==> config.mk <==
export PLATFORM = sky130hd
export DESIGN_NAME = acrd_top
export DESIGN_NICKNAME = d
export VERILOG_FILES = /design/src/hdl/acrd_sync_edge.v /design/src/hdl/acrd_top.v
export VERILOG_INCLUDE_DIRS = /design/src /design/src/hdl
export SDC_FILE = /design/constraint.sdc
export NUM_CORES = 1
export LEC_CHECK = 0
export ABC_CLOCK_PERIOD_IN_PS = 12000
export BUFFER_PORTS_ARGS = -buffer_cell sky130_fd_sc_hd__buf_2
export CAP_MARGIN = 20
export CORE_ASPECT_RATIO = 0.8
export CORE_MARGIN = 2
export CORE_UTILIZATION = 60
export DETAILED_ROUTE_END_ITERATION = 6
export HOLD_SLACK_MARGIN = 0.05
export PLACE_DENSITY = 0.78
export SETUP_SLACK_MARGIN = 0.05
export SLEW_MARGIN = 15
export SYNTH_ARGS = -nofsm -noshare
export SYNTH_HDL_FRONTEND = slang
export SYNTH_SLANG_ARGS = --single-unit
export TNS_END_PERCENT = 5
==> constraint.sdc <==
create_clock -name clk -period 12 [get_ports clk]
set_input_delay 0.6 -clock clk [delete_from_list [all_inputs] [get_ports clk]]
set_output_delay 0.6 -clock clk [all_outputs]
set_load 0.02 [all_outputs]
==> src/hdl/acrd_map.vh <==
/*
 * Register map, field layout, reset values and detection limits of the
 * audio clock rate detector. Definitions only; included by acrd_top.v.
 */
`ifndef ACRD_MAP_VH
`define ACRD_MAP_VH

// Register offsets on the control port
`define ACRD_OFS_DIE_ID       8'h58
`define ACRD_OFS_RATES        8'h5B

// Field positions in detected_clock_rates
`define ACRD_RESV_BIT         7
`define ACRD_RATE_MSB         6
`define ACRD_RATE_LSB         4
`define ACRD_RATIO_MSB        3
`define ACRD_RATIO_LSB        0

// Reset values
`define ACRD_RATES_RST        8'h00
`define ACRD_RATE_RST         3'h0
`define ACRD_RATIO_RST        4'h0

// Sample rate codes
`define ACRD_RATE_ERR         3'h0
`define ACRD_RATE_8K          3'h1
`define ACRD_RATE_16K         3'h2
`define ACRD_RATE_32_48K      3'h3
`define ACRD_RATE_88_96K      3'h4
`define ACRD_RATE_176_192K    3'h5
`define ACRD_RATE_384K        3'h6

// Ratio codes
`define ACRD_RATIO_ERR        4'h0
`define ACRD_RATIO_LAST       4'hE

// Timing: clock period and master clock ceiling
`define ACRD_CLK_PERIOD_NS    100
`define ACRD_MCLK_MAX_MHZ     50
`define ACRD_NS_PER_US        1000

// Window length in clk cycles is reduced to units of 2**UNIT_SHIFT cycles
`define ACRD_UNIT_SHIFT       5

// Window lengths (64 frames) in units, per supported rate band, +-4 percent
`define ACRD_U8K_LO           12'd2400
`define ACRD_U8K_HI           12'd2600
`define ACRD_U16K_LO          12'd1200
`define ACRD_U16K_HI          12'd1300
`define ACRD_U48K_LO          12'd400
`define ACRD_U48K_HI          12'd650
`define ACRD_U96K_LO          12'd200
`define ACRD_U96K_HI          12'd236
`define ACRD_U192K_LO         12'd100
`define ACRD_U192K_HI         12'd118
`define ACRD_U384K_LO         12'd50
`define ACRD_U384K_HI         12'd54
`define ACRD_TIMEOUT_UNITS    12'd2800

// Least ratio that leaves the DSP enough cycles when the PLL is off
`define ACRD_MIN_RATIO_NO_PLL 12'd64

`endif

==> src/hdl/acrd_sync_edge.v <==
/*
 * Two-flop synchronisers with rising-edge detect for asynchronous pins.
 * Assumes pins toggle slower than half the clk rate.
 */
`timescale 1ns/10ps
module acrd_sync_edge #(
  parameter WIDTH = 2
) (
  input  wire             clk,      // System clock
  input  wire             reset_n,  // Async reset, active low
  input  wire [WIDTH-1:0] pin_in,   // Asynchronous pin levels
  output wire [WIDTH-1:0] rise_out  // One-cycle pulse per rising edge
);

  genvar i;
  generate
    for (i = 0; i < WIDTH; i = i + 1) begin : g_bit
      reg meta_reg;
      reg sync_reg;
      reg last_reg;
      // Only the second stage and its delayed copy feed the edge detect
      always @(posedge clk or negedge reset_n) begin
        if (!reset_n) begin
          meta_reg <= 1'b0;
          sync_reg <= 1'b0;
          last_reg <= 1'b0;
        end else begin
          meta_reg <= pin_in[i];
          sync_reg <= meta_reg;
          last_reg <= sync_reg;
        end
      end
      assign rise_out[i] = sync_reg & ~last_reg;
    end
  endgenerate

endmodule

==> src/hdl/acrd_top.v <==
/*
 * Audio clock rate detector: measures the frame clock and a prescaled
 * master clock, reports sample rate and ratio codes, flags invalid clocks,
 * and serves the die identification and detected rates registers.
 * Assumes the master clock arrives divided by MCLK_PRESCALE and that the
 * register port is driven synchronously to clk.
 */
// Operation
// - Sample rate code sits in bits 6..4, codes 001 to 110.
// - Sample rate outside every band reports code 000.
// - Ratio code in bits 3..0, 0001..0111 for 32 to 384 fs.
// - Ratio not permitted reports code 0000.
// - Clock error may rise with a valid ratio for bad combinations.
// - PLL off needs a ratio high enough for DSP, else clock invalid.
// - Master clock at or above 50 MHz is an invalid clock.
// - Ratio codes 1000..1110 mean 512 to 3072 fs.
`timescale 1ns/10ps
`include "acrd_map.vh"
module acrd_top #(
  parameter [7:0] DIE_ID        = 8'h5A, // Arbitrary identification value
  parameter       MCLK_PRESCALE = 64     // Master clock divider, also frames per window
) (
  input  wire       clk,           // System clock, 10 MHz
  input  wire       reset_n,       // Async reset, active low
  input  wire       mclk_div_pin,  // Master clock divided by MCLK_PRESCALE
  input  wire       frame_clk_pin, // Serial audio frame clock
  input  wire       pll_enable,    // PLL in use, from same-clock logic
  input  wire [7:0] reg_addr,      // Register offset
  input  wire       reg_wr,        // Write strobe
  input  wire [7:0] reg_wdata,     // Write data
  input  wire       reg_rd,        // Read strobe
  output reg  [7:0] reg_rdata,     // Read data, valid the cycle after reg_rd
  output reg        clock_invalid  // Clock error flag
);

  localparam [1:0] ST_WAIT = 2'b01;
  localparam [1:0] ST_MEAS = 2'b10;
  localparam [7:0] FRAMES  = MCLK_PRESCALE[7:0];

  wire [1:0] rise;
  wire       mclk_rise  = rise[0];
  wire       frame_rise = rise[1];

  reg  [1:0]  state_reg;
  reg  [16:0] win_cnt_reg;
  reg  [7:0]  frame_cnt_reg;
  reg  [11:0] edge_cnt_reg;
  reg  [2:0]  rate_reg;
  reg  [3:0]  ratio_reg;
  reg         resv_reg;

  acrd_sync_edge #(.WIDTH(2)) u_sync (
    .clk      (clk),
    .reset_n  (reset_n),
    .pin_in   ({frame_clk_pin, mclk_div_pin}),
    .rise_out (rise)
  );

  // Nominal ratio for each ratio code
  function [11:0] ratio_of;
    input [3:0] code;
    begin
      case (code)
        4'h1:    ratio_of = 12'd32;
        4'h2:    ratio_of = 12'd48;
        4'h3:    ratio_of = 12'd64;
        4'h4:    ratio_of = 12'd128;
        4'h5:    ratio_of = 12'd192;
        4'h6:    ratio_of = 12'd256;
        4'h7:    ratio_of = 12'd384;
        4'h8:    ratio_of = 12'd512;
        4'h9:    ratio_of = 12'd768;
        4'hA:    ratio_of = 12'd1024;
        4'hB:    ratio_of = 12'd1152;
        4'hC:    ratio_of = 12'd1536;
        4'hD:    ratio_of = 12'd2048;
        4'hE:    ratio_of = 12'd3072;
        default: ratio_of = 12'd0;
      endcase
    end
  endfunction

  wire [11:0] win_units = win_cnt_reg[16:`ACRD_UNIT_SHIFT];

  // Sample rate band from window length
  reg [2:0] rate_next;
  always @* begin
    rate_next = `ACRD_RATE_ERR;
    if (win_units >= `ACRD_U8K_LO && win_units <= `ACRD_U8K_HI)
      rate_next = `ACRD_RATE_8K;
    else if (win_units >= `ACRD_U16K_LO && win_units <= `ACRD_U16K_HI)
      rate_next = `ACRD_RATE_16K;
    else if (win_units >= `ACRD_U48K_LO && win_units <= `ACRD_U48K_HI)
      rate_next = `ACRD_RATE_32_48K;
    else if (win_units >= `ACRD_U96K_LO && win_units <= `ACRD_U96K_HI)
      rate_next = `ACRD_RATE_88_96K;
    else if (win_units >= `ACRD_U192K_LO && win_units <= `ACRD_U192K_HI)
      rate_next = `ACRD_RATE_176_192K;
    else if (win_units >= `ACRD_U384K_LO && win_units <= `ACRD_U384K_HI)
      rate_next = `ACRD_RATE_384K;
  end

  // One comparator per ratio code; one edge of slack covers the phase of the prescaler
  wire [14:0] ratio_hit;
  assign ratio_hit[0] = 1'b0; // Code zero is the error code, never a match
  genvar g;
  generate
    for (g = 1; g <= `ACRD_RATIO_LAST; g = g + 1) begin : g_ratio
      localparam [31:0] CODE = g;
      wire [11:0] nom_w = ratio_of(CODE[3:0]);
      assign ratio_hit[g] = (edge_cnt_reg + 12'd1 >= nom_w) && (edge_cnt_reg <= nom_w + 12'd1);
    end
  endgenerate

  // Encoder over the hits; no hit leaves the ratio error code
  reg [3:0] ratio_next;
  integer   k;
  always @* begin
    ratio_next = `ACRD_RATIO_ERR;
    for (k = 1; k <= `ACRD_RATIO_LAST; k = k + 1) begin
      if (ratio_hit[k])
        ratio_next = k[3:0];
    end
  end

  // Master clock frequency check: edges*prescale/window time in us
  wire [39:0] mclk_lhs = {28'd0, edge_cnt_reg} * MCLK_PRESCALE * `ACRD_NS_PER_US;
  wire [39:0] mclk_rhs = {23'd0, win_cnt_reg} * `ACRD_MCLK_MAX_MHZ * `ACRD_CLK_PERIOD_NS;
  wire        too_fast = (mclk_lhs >= mclk_rhs);

  // Without the PLL the processor runs from the master clock, so a low ratio starves it
  wire        low_ratio = !pll_enable && (ratio_of(ratio_next) < `ACRD_MIN_RATIO_NO_PLL);
  // Valid codes can still form a bad pair, so the flag is wider than the codes
  wire        err_next = (rate_next == `ACRD_RATE_ERR) || (ratio_next == `ACRD_RATIO_ERR) ||
                         too_fast || low_ratio;

  // Window closes on the last frame edge; timeout bounds a stalled frame clock
  wire win_done = frame_rise && (frame_cnt_reg == FRAMES - 8'd1);
  wire timeout  = (win_units >= `ACRD_TIMEOUT_UNITS);

  // Measurement sequencer; a frame clock lost mid-window ends in timeout, but one absent from the start leaves it waiting in ST_WAIT
  always @(posedge clk or negedge reset_n) begin
    if (!reset_n) begin
      state_reg     <= ST_WAIT;
      win_cnt_reg   <= 17'd0;
      frame_cnt_reg <= 8'd0;
      edge_cnt_reg  <= 12'd0;
    end else begin
      case (state_reg)
        ST_WAIT: begin
          win_cnt_reg   <= 17'd0;
          frame_cnt_reg <= 8'd0;
          edge_cnt_reg  <= 12'd0;
          if (frame_rise)
            state_reg <= ST_MEAS;
        end
        ST_MEAS: begin
          if (timeout) begin
            state_reg <= ST_WAIT;
          end else if (win_done) begin
            win_cnt_reg   <= 17'd0;
            frame_cnt_reg <= 8'd0;
            edge_cnt_reg  <= 12'd0;
          end else begin
            win_cnt_reg <= win_cnt_reg + 17'd1;
            if (frame_rise)
              frame_cnt_reg <= frame_cnt_reg + 8'd1;
            if (mclk_rise && edge_cnt_reg != 12'hFFF)
              edge_cnt_reg <= edge_cnt_reg + 12'd1;
          end
        end
        default: begin
          state_reg     <= ST_WAIT;
          win_cnt_reg   <= 17'd0;
          frame_cnt_reg <= 8'd0;
          edge_cnt_reg  <= 12'd0;
        end
      endcase
    end
  end

  // Results change only at a window end or a timeout, so a read sees one whole window
  always @(posedge clk or negedge reset_n) begin
    if (!reset_n) begin
      rate_reg      <= `ACRD_RATE_RST;
      ratio_reg     <= `ACRD_RATIO_RST;
      clock_invalid <= 1'b0;
    end else if (state_reg == ST_MEAS && timeout) begin
      rate_reg      <= `ACRD_RATE_ERR;
      ratio_reg     <= `ACRD_RATIO_ERR;
      clock_invalid <= 1'b1;
    end else if (state_reg == ST_MEAS && win_done) begin
      rate_reg      <= rate_next;
      ratio_reg     <= ratio_next;
      clock_invalid <= err_next;
    end
  end

  // Read word chosen ahead of the edge; unmapped offsets read as zero
  reg [7:0] rdata_next;
  always @* begin
    rdata_next = 8'h00;
    case (reg_addr)
      `ACRD_OFS_DIE_ID: rdata_next = DIE_ID;
      `ACRD_OFS_RATES:  rdata_next = {resv_reg, rate_reg, ratio_reg};
      default:          rdata_next = 8'h00;
    endcase
  end

  // Register port: writes reach only the reserved read/write bit
  always @(posedge clk or negedge reset_n) begin
    if (!reset_n) begin
      resv_reg  <= 1'b0;
      reg_rdata <= 8'h00;
    end else begin
      if (reg_wr && reg_addr == `ACRD_OFS_RATES)
        resv_reg <= reg_wdata[`ACRD_RESV_BIT];
      if (reg_rd)
        reg_rdata <= rdata_next; // Holds between reads, so a slow host still sees it
    end
  end

endmodule

==> results.json, run 1 <==
{
  "status": "finished, violations left",
  "violations": "design-rule violations",
  "maxCapViolCount": 0,
  "finalWirelength_um": 25300,
  "die_x_um": 154,
  "finalSetupViolCount": 0,
  "final_cells": 1487,
  "cts_resized": 0,
  "nets": 1586,
  "synthTopCellsByArea": "ha_1 (28%), dfrtp_1 (14%), fa_1 (12%), inv_1 (5.2%), xnor2_1 (4.2%)",
  "io_pins": 32,
  "synth.avg_cell_area_sq_um": 8.77,
  "die_y_um": 124,
  "power_density_mw_per_mm2": 43.3,
  "grt_pass1_wl_um": 42800,
  "ir_worst_vdd_uv": 61.8,
  "syn_to_final_growth_pct": 6.03,
  "relSlewSlack_pct": 35.6,
  "post-place-cells": 1471,
  "hold_ws_ns": 0.348,
  "port_buffers": 24,
  "antenna_found_initial": 0,
  "dieArea_sq_mm": 0.0191,
  "drc": 1,
  "initialDrtViolationCount": 741,
  "fin_crit_sh_pct": 67.1,
  "grt_overflow_total": 0,
  "clock_sinks": 62,
  "hold_viol": 0,
  "cts_hold_buf": 0,
  "seq_area_frac_synth_pct": 14.4,
  "largest_reg_flops": 17,
  "worstMarginPinSlew_ns": 0.963,
  "wl_met1_um": 12400,
  "cts.path.max_buffers": 2,
  "cpMaxStageDelayCell": "dfrtp_1",
  "max_freq_mhz": 124,
  "fin_area_sq_mm": 0.0115,
  "cts_buffers": 9,
  "post_cts_buffers": 0,
  "clkTransAtPathRegs_ns": 0.05,
  "critPathMostFrequentCell": "ha_1",
  "cp_slowest_stage_delay_ns": 0.58,
  "yosys_warnings": 0,
  "core_region_area_sq_mm": 0.0175,
  "path_class": "reg2reg",
  "tns_ns": 0,
  "final_cell_mix": "ha_1 (241), inv_1 (150), o21ai_0 (80)",
  "grt_setup_unrepaired": "no",
  "syn_nets": 1563,
  "vias_per_cell": 6.05,
  "required_ns": 12.20,
  "cts_tree": "done",
  "ys_types": 75,
  "clk_latency_ns": 0.33,
  "dr.pass1.iters": 7,
  "num_rows": 43,
  "pre_cts_ws_ns": 4.03,
  "min_path_type": "reg2reg",
  "layout_setup_ws_ns": 3.95,
  "multi_input_area_sq_mm": 0.00864,
  "syn_area_sq_mm": 0.0108,
  "ant_nets": 0,
  "place_area_sq_mm": 0.0112,
  "fin_total_pwr_mw": 0.496,
  "num_antenna_cells": 0,
  "grt_usage_pct": 27.8,
  "p_leak_nw": 6.18,
  "vias": 8999,
  "grt_max_degree": 63,
  "synth_ff_type": "dfrtp_1",
  "synth_top_area_cell": "ha_1",
  "highest_layer": "met4",
  "final.setup_skew_ns": 0.00806,
  "period_minus_slack_ns": 8.05,
  "layout_commonest_cell": "ha_1",
  "drv_slew": 0,
  "synthArstFlopShare_pct": 100,
  "fillCellCount": 1462,
  "regArea_sq_mm": 0.00155,
  "layout-drive-gt1-share_pct": 5.23,
  "cp_max_fo": 10,
  "synth.top_cell.area_share_pct": 27.9,
  "cp-end-kind": "flop",
  "dr_wl_met2_um": 10900,
  "place.gp.congestion": 0.915,
  "synth_edf_count": 0,
  "final_util_pct": 65.6,
  "clock-root-buffer": "clkbuf_16",
  "grt_pass1_vias": 8789,
  "htreeDepth": 3,
  "synthCells": 1234,
  "wl_per_cell_um": 17.0,
  "start_util_pct": 61.9,
  "startpoint_type": "flop",
  "arrival_ns": 8.26,
  "wl_met3_um": 1590,
  "synth-seq-cells": 62,
  "dp_hpwl_um": 20800
}
area by class of cell:
class | instances | share of cell area, %
multi-input combinational | 1006 | 75.3
sequential | 62 | 13.5
inverter | 151 | 4.94
tap | 225 | 2.45
clock buffer | 11 | 2.03
timing repair buffer | 27 | 1.24
clock inverter | 5 | 0.458
where the power goes:
part           total [mW]  internal, mW  switching (mW)  leakage (nW)
clock network       0.253         0.160          0.0938         0.139
logic              0.0290        0.0105          0.0185          5.20
registers           0.214         0.212         0.00206         0.843
cells by family (layout without fill, tap and decap cells):
logic type	after synthesis	in the layout	share of synthesized area [%]
multiplexers	4	4	0.382
AND/OR/NAND/NOR	320	320	15.0
buffers and inverters	166	194	5.77
adder cells (fa/ha/maj)	306	306	39.9
AO/OA/AOI/OAI	296	296	18.1
XOR/XNOR	80	80	6.55
flip-flops	62	62	14.4
metal layers:
metal | up-vias | global-route usage [%]
met2 | 284 | 43.5
met4 | 0 | 7.07
li1 | 4391 | -
met3 | 41 | 4.42
met5 | - | 0
met1 | 4283 | 40.4
synthesized netlist by cell type (12+ instances only):
library cell and number:
a21o_1 27, a21oi_1 66, and3_1 21, clkbuf_1 14, dfrtp_1 61, fa_1 65
ha_1 241, inv_1 150, nand2_1 74, nand2b_1 14, nand3_1 42, nand4_1 14
nor2_1 76, nor3_1 19, o211ai_1 13, o21ai_0 80, o21bai_1 13, o31ai_1 12
xnor2_1 52, xor2_1 27
critical path, delay by kind of cell, from the launching register on:
kind                       cells  cell delay [ns]
xor gates and xnor gates       2             0.45
buffers and inverters          3             0.22
AOI/OAI and AO/OA             15             2.65
DFF                            1             0.58
and+or+nand+nor                4             0.87
adders and majority gates      9             3.16
worst paths after layout:
check | startpoint | to | slack [ns] | cells after the start
worst max-delay path | win_cnt_reg[6]$_DFFE_PN0P_ | clock_invalid$_DFFE_PN0P_ | 3.95 | 33
worst min-delay path | u_sync.g_bit[1].meta_reg$_DFF_PN0_ | u_sync.g_bit[1].sync_reg$_DFF_PN0_ | 0.35 | 0
worst max register to register | win_cnt_reg[6]$_DFFE_PN0P_ | clock_invalid$_DFFE_PN0P_ | 3.95 | 33
worst min register to register | u_sync.g_bit[1].meta_reg$_DFF_PN0_ | u_sync.g_bit[1].sync_reg$_DFF_PN0_ | 0.35 | 0
max in group asynchronous | reset_n | win_cnt_reg[8]$_DFFE_PN0P_ | 11.02 | 2
min in group asynchronous | reset_n | clock_invalid$_DFFE_PN0P_ | 0.43 | 2
Note: power is estimated with default switching activity, not from simulation.
==> inputs of run 2 (changes only) <==
Settings changed: ABC_AREA set to 1, ABC_CLOCK_PERIOD_IN_PS 12000 to 7300, CORE_UTILIZATION 60 to 59, PLACE_DENSITY 0.78 to 0.8.
Clock period 12 ns to 7.3 ns, I/O delays scaled along.
==> run 2 against run 1 <==
Against the previous run:
- the flow now finishes without violations
- via count increased by 3.9%
- sequential power increased by 67%
- maximum frequency is 14% higher
- count of clock-buffer cells in the layout down 2
- core utilization up 3.7 points
- highest routed layer unchanged
==> results.json, run 2 <==
{
  "clk_latency_ns": 0.35,
  "port_buffers": 24,
  "synth_top_area_cell": "ha_1",
  "grt_overflow_total": 0,
  "synthTopCellsByArea": "ha_1 (28%), dfrtp_1 (14%), fa_1 (12%), inv_1 (8.4%), nand2_1 (6.8%)",
  "clkTransAtPathRegs_ns": 0.06,
  "startpoint_type": "flop",
  "grt_usage_pct": 27.7,
  "largest_reg_flops": 17,
  "fin_total_pwr_mw": 1.01,
  "post-place-cells": 1607,
  "clock-root-buffer": "clkbuf_16",
  "busiest_layer": "met2",
  "use_met2_pct": 42.9,
  "synth_ff_type": "dfrtp_1",
  "num_rows": 43,
  "synthCells": 1324,
  "relSlewSlack_pct": 44.9,
  "final_util_pct": 69.3,
  "grt_pass1_wl_um": 42500,
  "io_pins": 32,
  "die_x_um": 154,
  "layout_commonest_cell": "inv_1",
  "die_y_um": 124,
  "hold_viol": 0,
  "ir_worst_vdd_uv": 126,
  "grt_pass1_vias": 8724,
  "dp_hpwl_um": 21400,
  "fin_crit_sh_pct": 96.8,
  "r2r_cells": 39,
  "maxCapViolCount": 0,
  "final_cells": 1637,
  "final_cell_mix": "inv_1 (232), ha_1 (219), nand2_1 (192)",
  "fillCellCount": 1323,
  "required_ns": 7.58,
  "cts_buffers": 9,
  "p_leak_nw": 6.64,
  "initialDrtViolationCount": 753,
  "synth.top_cell.area_share_pct": 28.4,
  "core_region_area_sq_mm": 0.0175,
  "start_util_pct": 60.7,
  "max_freq_mhz": 142,
  "syn_nets": 1653,
  "layout-drive-gt1-share_pct": 12.6,
  "synthTopCellsByCount": "ha_1 (241), inv_1 (237), nand2_1 (193)",
  "drv_slew": 0,
  "dieArea_sq_mm": 0.0191,
  "nets": 1736,
  "final.setup_skew_ns": 0.00658,
  "cp_slowest_stage_delay_ns": 0.55,
  "holdPathStages": 1,
  "synth_most_common_cell": "ha_1",
  "htreeDepth": 3,
  "synthArstFlopShare_pct": 100,
  "synth.avg_cell_area_sq_um": 8.01,
  "grtUsageMet1_pct": 39.7,
  "cts_tree": "done",
  "syn_area_sq_mm": 0.0106,
  "period_minus_slack_ns": 7.07,
  "place.gp.congestion": 0.965,
  "synth_edf_count": 0,
  "yosys_warnings": 0,
  "cp_max_fo": 6,
  "clock_sinks": 62,
  "drc": 0,
  "arrival_ns": 7.35,
  "seq_area_frac_synth_pct": 14.6,
  "cpMaxStageDelayCell": "fa_1",
  "worstMarginPinSlew_ns": 0.817,
  "status": "completed",
  "grt_util_met3_pct": 6.40,
  "cp-end-kind": "flop",
  "antenna_found_initial": 0,
  "num_antenna_cells": 0,
  "dr.pass1.iters": 6,
  "grt_max_degree": 63,
  "synth-seq-cells": 62,
  "ant_nets": 0,
  "cts.path.max_buffers": 2,
  "finalSetupViolCount": 0,
  "wl_per_cell_um": 16.7,
  "vias_per_cell": 5.71,
  "path_class": "reg2reg",
  "finalWirelength_um": 27400,
  "ys_types": 51,
  "power_density_mw_per_mm2": 83.1,
  "vias": 9349,
  "cts_hold_buf": 0,
  "syn_to_final_growth_pct": 14.2,
  "min_path_type": "in2reg"
}
[run 2: cell types whose count changed after synthesis, moves of 21 or more]
cell	change
a21o_1	-23
a21oi_1	+31
and3_1	-21
inv_1	+87
nand2_1	+119
xnor2_1	-29
xor2_1	+26
[run 2: path summary, 6_finish.rpt]
| kind | start | to | slack [ns] |
|---|---|---|---|
| worst min-delay path | mclk_div_pin | u_sync.g_bit[0].meta_reg$_DFF_PN0_ | 0.12 |
| max in group asynchronous | reset_n | win_cnt_reg[0]$_DFFE_PN0P_ | 6.51 |
| worst min register to register | u_sync.g_bit[1].meta_reg$_DFF_PN0_ | u_sync.g_bit[1].sync_reg$_DFF_PN0_ | 0.35 |
| min in group asynchronous | reset_n | resv_reg$_DFFE_PN0P_ | 0.18 |
| worst max register to register | win_cnt_reg[2]$_DFFE_PN0P_ | clock_invalid$_DFFE_PN0P_ | 0.23 |
| worst max-delay path | win_cnt_reg[2]$_DFFE_PN0P_ | clock_invalid$_DFFE_PN0P_ | 0.23 |
[run 2: cells by family (layout without fill, tap and decap cells)]
group,count (synthesis),count (layout),share of synthesized area (%)
AND/OR/NAND/NOR,374,374,15.5
adder cells (fa/ha/maj),306,306,40.7
AO/OA/AOI/OAI,260,260,14.2
buffers and inverters,245,333,8.67
XOR/XNOR,76,76,6.28
flip-flops,62,62,14.6
multiplexers,1,1,0.106
[run 2: layer usage]
metal,wire [um],vias up
li1,-,4558
met1,12600,4454
met2,12400,303
met3,1960,34
met4,440,0
met5,0,-
[run 2: report_power, final]
part           internal [mW]  leakage (nW)  switching (mW)
clock network          0.304         0.159           0.184
registers              0.350         0.830         0.00644
logic                 0.0600          5.65           0.102
total                  0.714          6.64           0.293
[run 2: metrics by stage]
step,setup WS [ns],TNS [ns],hold slack [ns],cell area (sq um)
2_1_floorplan,0.488,0,0.0694,10600
3_3_place_gp,0.0776,0,0.334,11300
3_5_place_dp,-0.189,-0.189,0.338,11300
4_1_cts,0.0527,0,0.117,11600
5_1_grt,-0.119,-0.119,0.126,12100
6_report,0.235,0,0.120,12100
[run 2: timing repair]
action	CTS	global route
setup buffers	1	13
setup endpoints to repair	1	1
pin swaps	2	44
resized for setup	5	66
[run 2: layout make-up]
class / instances / area (sq um) / area share (%)
clock buffers: 9 / 225 / 1.86
multi-input cells: 1017 / 8530 / 70.4
repair buffers: 77 / 522 / 4.31
inverters: 240 / 901 / 7.43
flip-flops and latches: 62 / 1560 / 12.9
well taps: 225 / 282 / 2.32
clock inverters: 7 / 105 / 0.867
[run 2: worst max-delay path, delay by kind of cell (launching register included)]
family,cells,cell delay [ns]
XOR/XNOR,2,0.34
AO/OA/AOI/OAI,13,1.89
flip-flops,1,0.48
buffers and inverters,6,0.47
adder cells (fa/ha/maj),8,2.77
AND/OR/NAND/NOR,10,1.06
==> inputs of run 3 (changes only) <==
Settings changed: REMOVE_ABC_BUFFERS set to 1.
==> run 3 against run 2 <==
Against the previous run:
- sequential power is essentially flat
- register-to-register slack got worse by 0.02 ns
- sequential share of layout area is 0.19 points higher
- maximum frequency down 0.35%
- cell count is the same
- largest power group unchanged
- clock power shrank 3%
- worst setup slack worse by 0.025 ns
- critical endpoint unchanged
- largest cell class unchanged
- critical path depth unchanged
==> results.json, run 3 (synthesis gave the netlist of run 2 again) <==
{
  "status": "completed",
  "ir_worst_vdd_uv": 118,
  "grt_setup_unrepaired": "yes",
  "finalSetupViolCount": 0,
  "min_path_type": "in2reg",
  "wl_per_cell_um": 15.8,
  "arrival_ns": 7.36,
  "num_rows": 43,
  "intPower_mw": 0.714,
  "place.gp.congestion": 0.987,
  "vias_per_cell": 5.68,
  "critPathCapture": "clock_invalid$_DFFE_PN0P_",
  "grt_overflow_total": 0,
  "layout-drive-gt1-share_pct": 11.3,
  "dr.pass1.iters": 5,
  "p_sw_share_pct": 28.3,
  "cts_tree": "done",
  "fillCellCount": 1380,
  "drv_slew": 0,
  "dr_wl_met2_um": 11000,
  "post-place-cells": 1604,
  "hold_ws_ns": 0.134,
  "finalWirelength_um": 25800,
  "clock_sinks": 62,
  "port_buffers": 24,
  "regToRegEndpoint": "clock_invalid$_DFFE_PN0P_",
  "grt_max_degree": 63,
  "syn_to_final_growth_pct": 12.4,
  "clock-root-buffer": "clkbuf_16",
  "drc": 0,
  "wl_met1_um": 12500,
  "cts_hold_buf": 0,
  "regArea_sq_mm": 0.00156,
  "place_area_sq_mm": 0.0113,
  "max_freq_mhz": 141,
  "vias": 9293,
  "io_pins": 32,
  "dp_hpwl_um": 21200,
  "cp_max_fo": 4,
  "nets": 1736,
  "cp-end-kind": "flop",
  "grt_pass1_vias": 9007,
  "maxCapViolCount": 0,
  "startpoint_type": "flop",
  "worstMarginPinSlew_ns": 0.855,
  "multi_input_area_sq_mm": 0.00834,
  "p_leak_nw": 6.67,
  "cpMaxStageDelayCell": "fa_1",
  "htreeDepth": 3,
  "grt_pass1_wl_um": 42600,
  "antenna_found_initial": 0,
  "initialDrtViolationCount": 821,
  "ant_nets": 0,
  "switchingPower_mw": 0.282,
  "path_class": "reg2reg",
  "highest_layer": "met4",
  "cts.path.max_buffers": 2,
  "clk_latency_ns": 0.35,
  "die_y_um": 124,
  "num_antenna_cells": 0,
  "hold_viol": 0,
  "pwr-share-clk_pct": 47.5,
  "largest_reg_flops": 17,
  "power_density_mw_per_mm2": 83.5,
  "final.setup_skew_ns": 0.0132,
  "r2r-start": "win_cnt_reg[3]$_DFFE_PN0P_",
  "fin_area_sq_mm": 0.0119,
  "critPathLaunch": "win_cnt_reg[3]$_DFFE_PN0P_",
  "p_seq_share_pct": 35.8,
  "p_comb_share_pct": 16.7,
  "grt_usage_pct": 27.5,
  "relSlewSlack_pct": 43.0,
  "fin_crit_sh_pct": 97.1,
  "cp_slowest_stage_delay_ns": 0.54,
  "final_cells": 1637,
  "period_minus_slack_ns": 7.09,
  "core_region_area_sq_mm": 0.0175,
  "clkTransAtPathRegs_ns": 0.06,
  "dieArea_sq_mm": 0.0191,
  "die_x_um": 154,
  "r2r_cells": 39,
  "reg2reg_slack_ns": 0.21,
  "final_cell_mix": "inv_1 (232), ha_1 (232), nand2_1 (191)",
  "start_util_pct": 60.7,
  "required_ns": 7.57,
  "cts_buffers": 9,
  "wl_met3_um": 2020
}
## run 3: cell count changes in the layout (fill, tap and decap cells not counted), moves of 5 or more
cell / delta
ha_4: -11
xor2_2: -5
ha_1: +13
xor2_1: +5
## run 3: power by group through the flow
stage / registers, mW / logic (mW) / clock network [mW]
floorplan: 0.363 / 0.0978 / 0
global placement: 0.362 / 0.145 / 0
detailed placement: 0.362 / 0.151 / 0
CTS: 0.356 / 0.154 / 0.474
global route: 0.357 / 0.187 / 0.490
finish: 0.356 / 0.166 / 0.473
## run 3: repair_timing
item / in CTS / in global routing
setup endpoints to repair: 1 / 1
setup buffers: 0 / 17
gates resized for setup: 6 / 43
pin swaps: 0 / 20
hold endpoints to repair: 0 / 0
## run 3: layout make-up
cell class	count	share of cell area (%)
multi-input cells	1017	70.0
flip-flops and latches	62	13.0
inverters	240	7.59
repair buffers	77	4.34
well taps	225	2.36
clock buffers	10	1.92
clock inverters	6	0.787
## run 3: per-layer routing
layer,track usage (%),vias to the layer above
li1,-,4563
met1,39.2,4368
met2,43.2,330
met3,6.58,32
met4,5.37,0
met5,0,-
## run 3: through the flow
stage                     TNS [ns]  util, %  power (mW)  worst slack [ns]
final                            0     68.2       0.996             0.210
after global routing        -0.222     68.2        1.03            -0.222
after CTS                        0     66.3       0.985             0.113
after detailed placement   -0.0194     64.4       0.513           -0.0194
after global placement           0     64.4       0.507             0.115
after floorplan                  0        -       0.461             0.552
## run 3: critical path: cells and delay by family, from the launching register on
kind,cells,cell delay (ns)
compound gates,11,1.46
flops,1,0.41
fa+ha+maj,9,3.10
xor+xnor,2,0.35
buf+inv,4,0.24
simple gates,13,1.45
## run 3: worst min path at each step
| stage | from | endpoint | slack (ns) | cells after the start |
|---|---|---|---|---|
| after detailed placement | u_sync.g_bit[0].meta_reg$_DFF_PN0_ | u_sync.g_bit[0].sync_reg$_DFF_PN0_ | 0.34 | 0 |
| after CTS | frame_clk_pin | u_sync.g_bit[1].meta_reg$_DFF_PN0_ | 0.13 | 1 |
| final | frame_clk_pin | u_sync.g_bit[1].meta_reg$_DFF_PN0_ | 0.13 | 1 |
| after floorplan | reset_n | clock_invalid$_DFFE_PN0P_ | 0.07 | 0 |
| after global placement | u_sync.g_bit[1].meta_reg$_DFF_PN0_ | u_sync.g_bit[1].sync_reg$_DFF_PN0_ | 0.33 | 0 |
| after global routing | frame_clk_pin | u_sync.g_bit[1].meta_reg$_DFF_PN0_ | 0.13 | 1 |
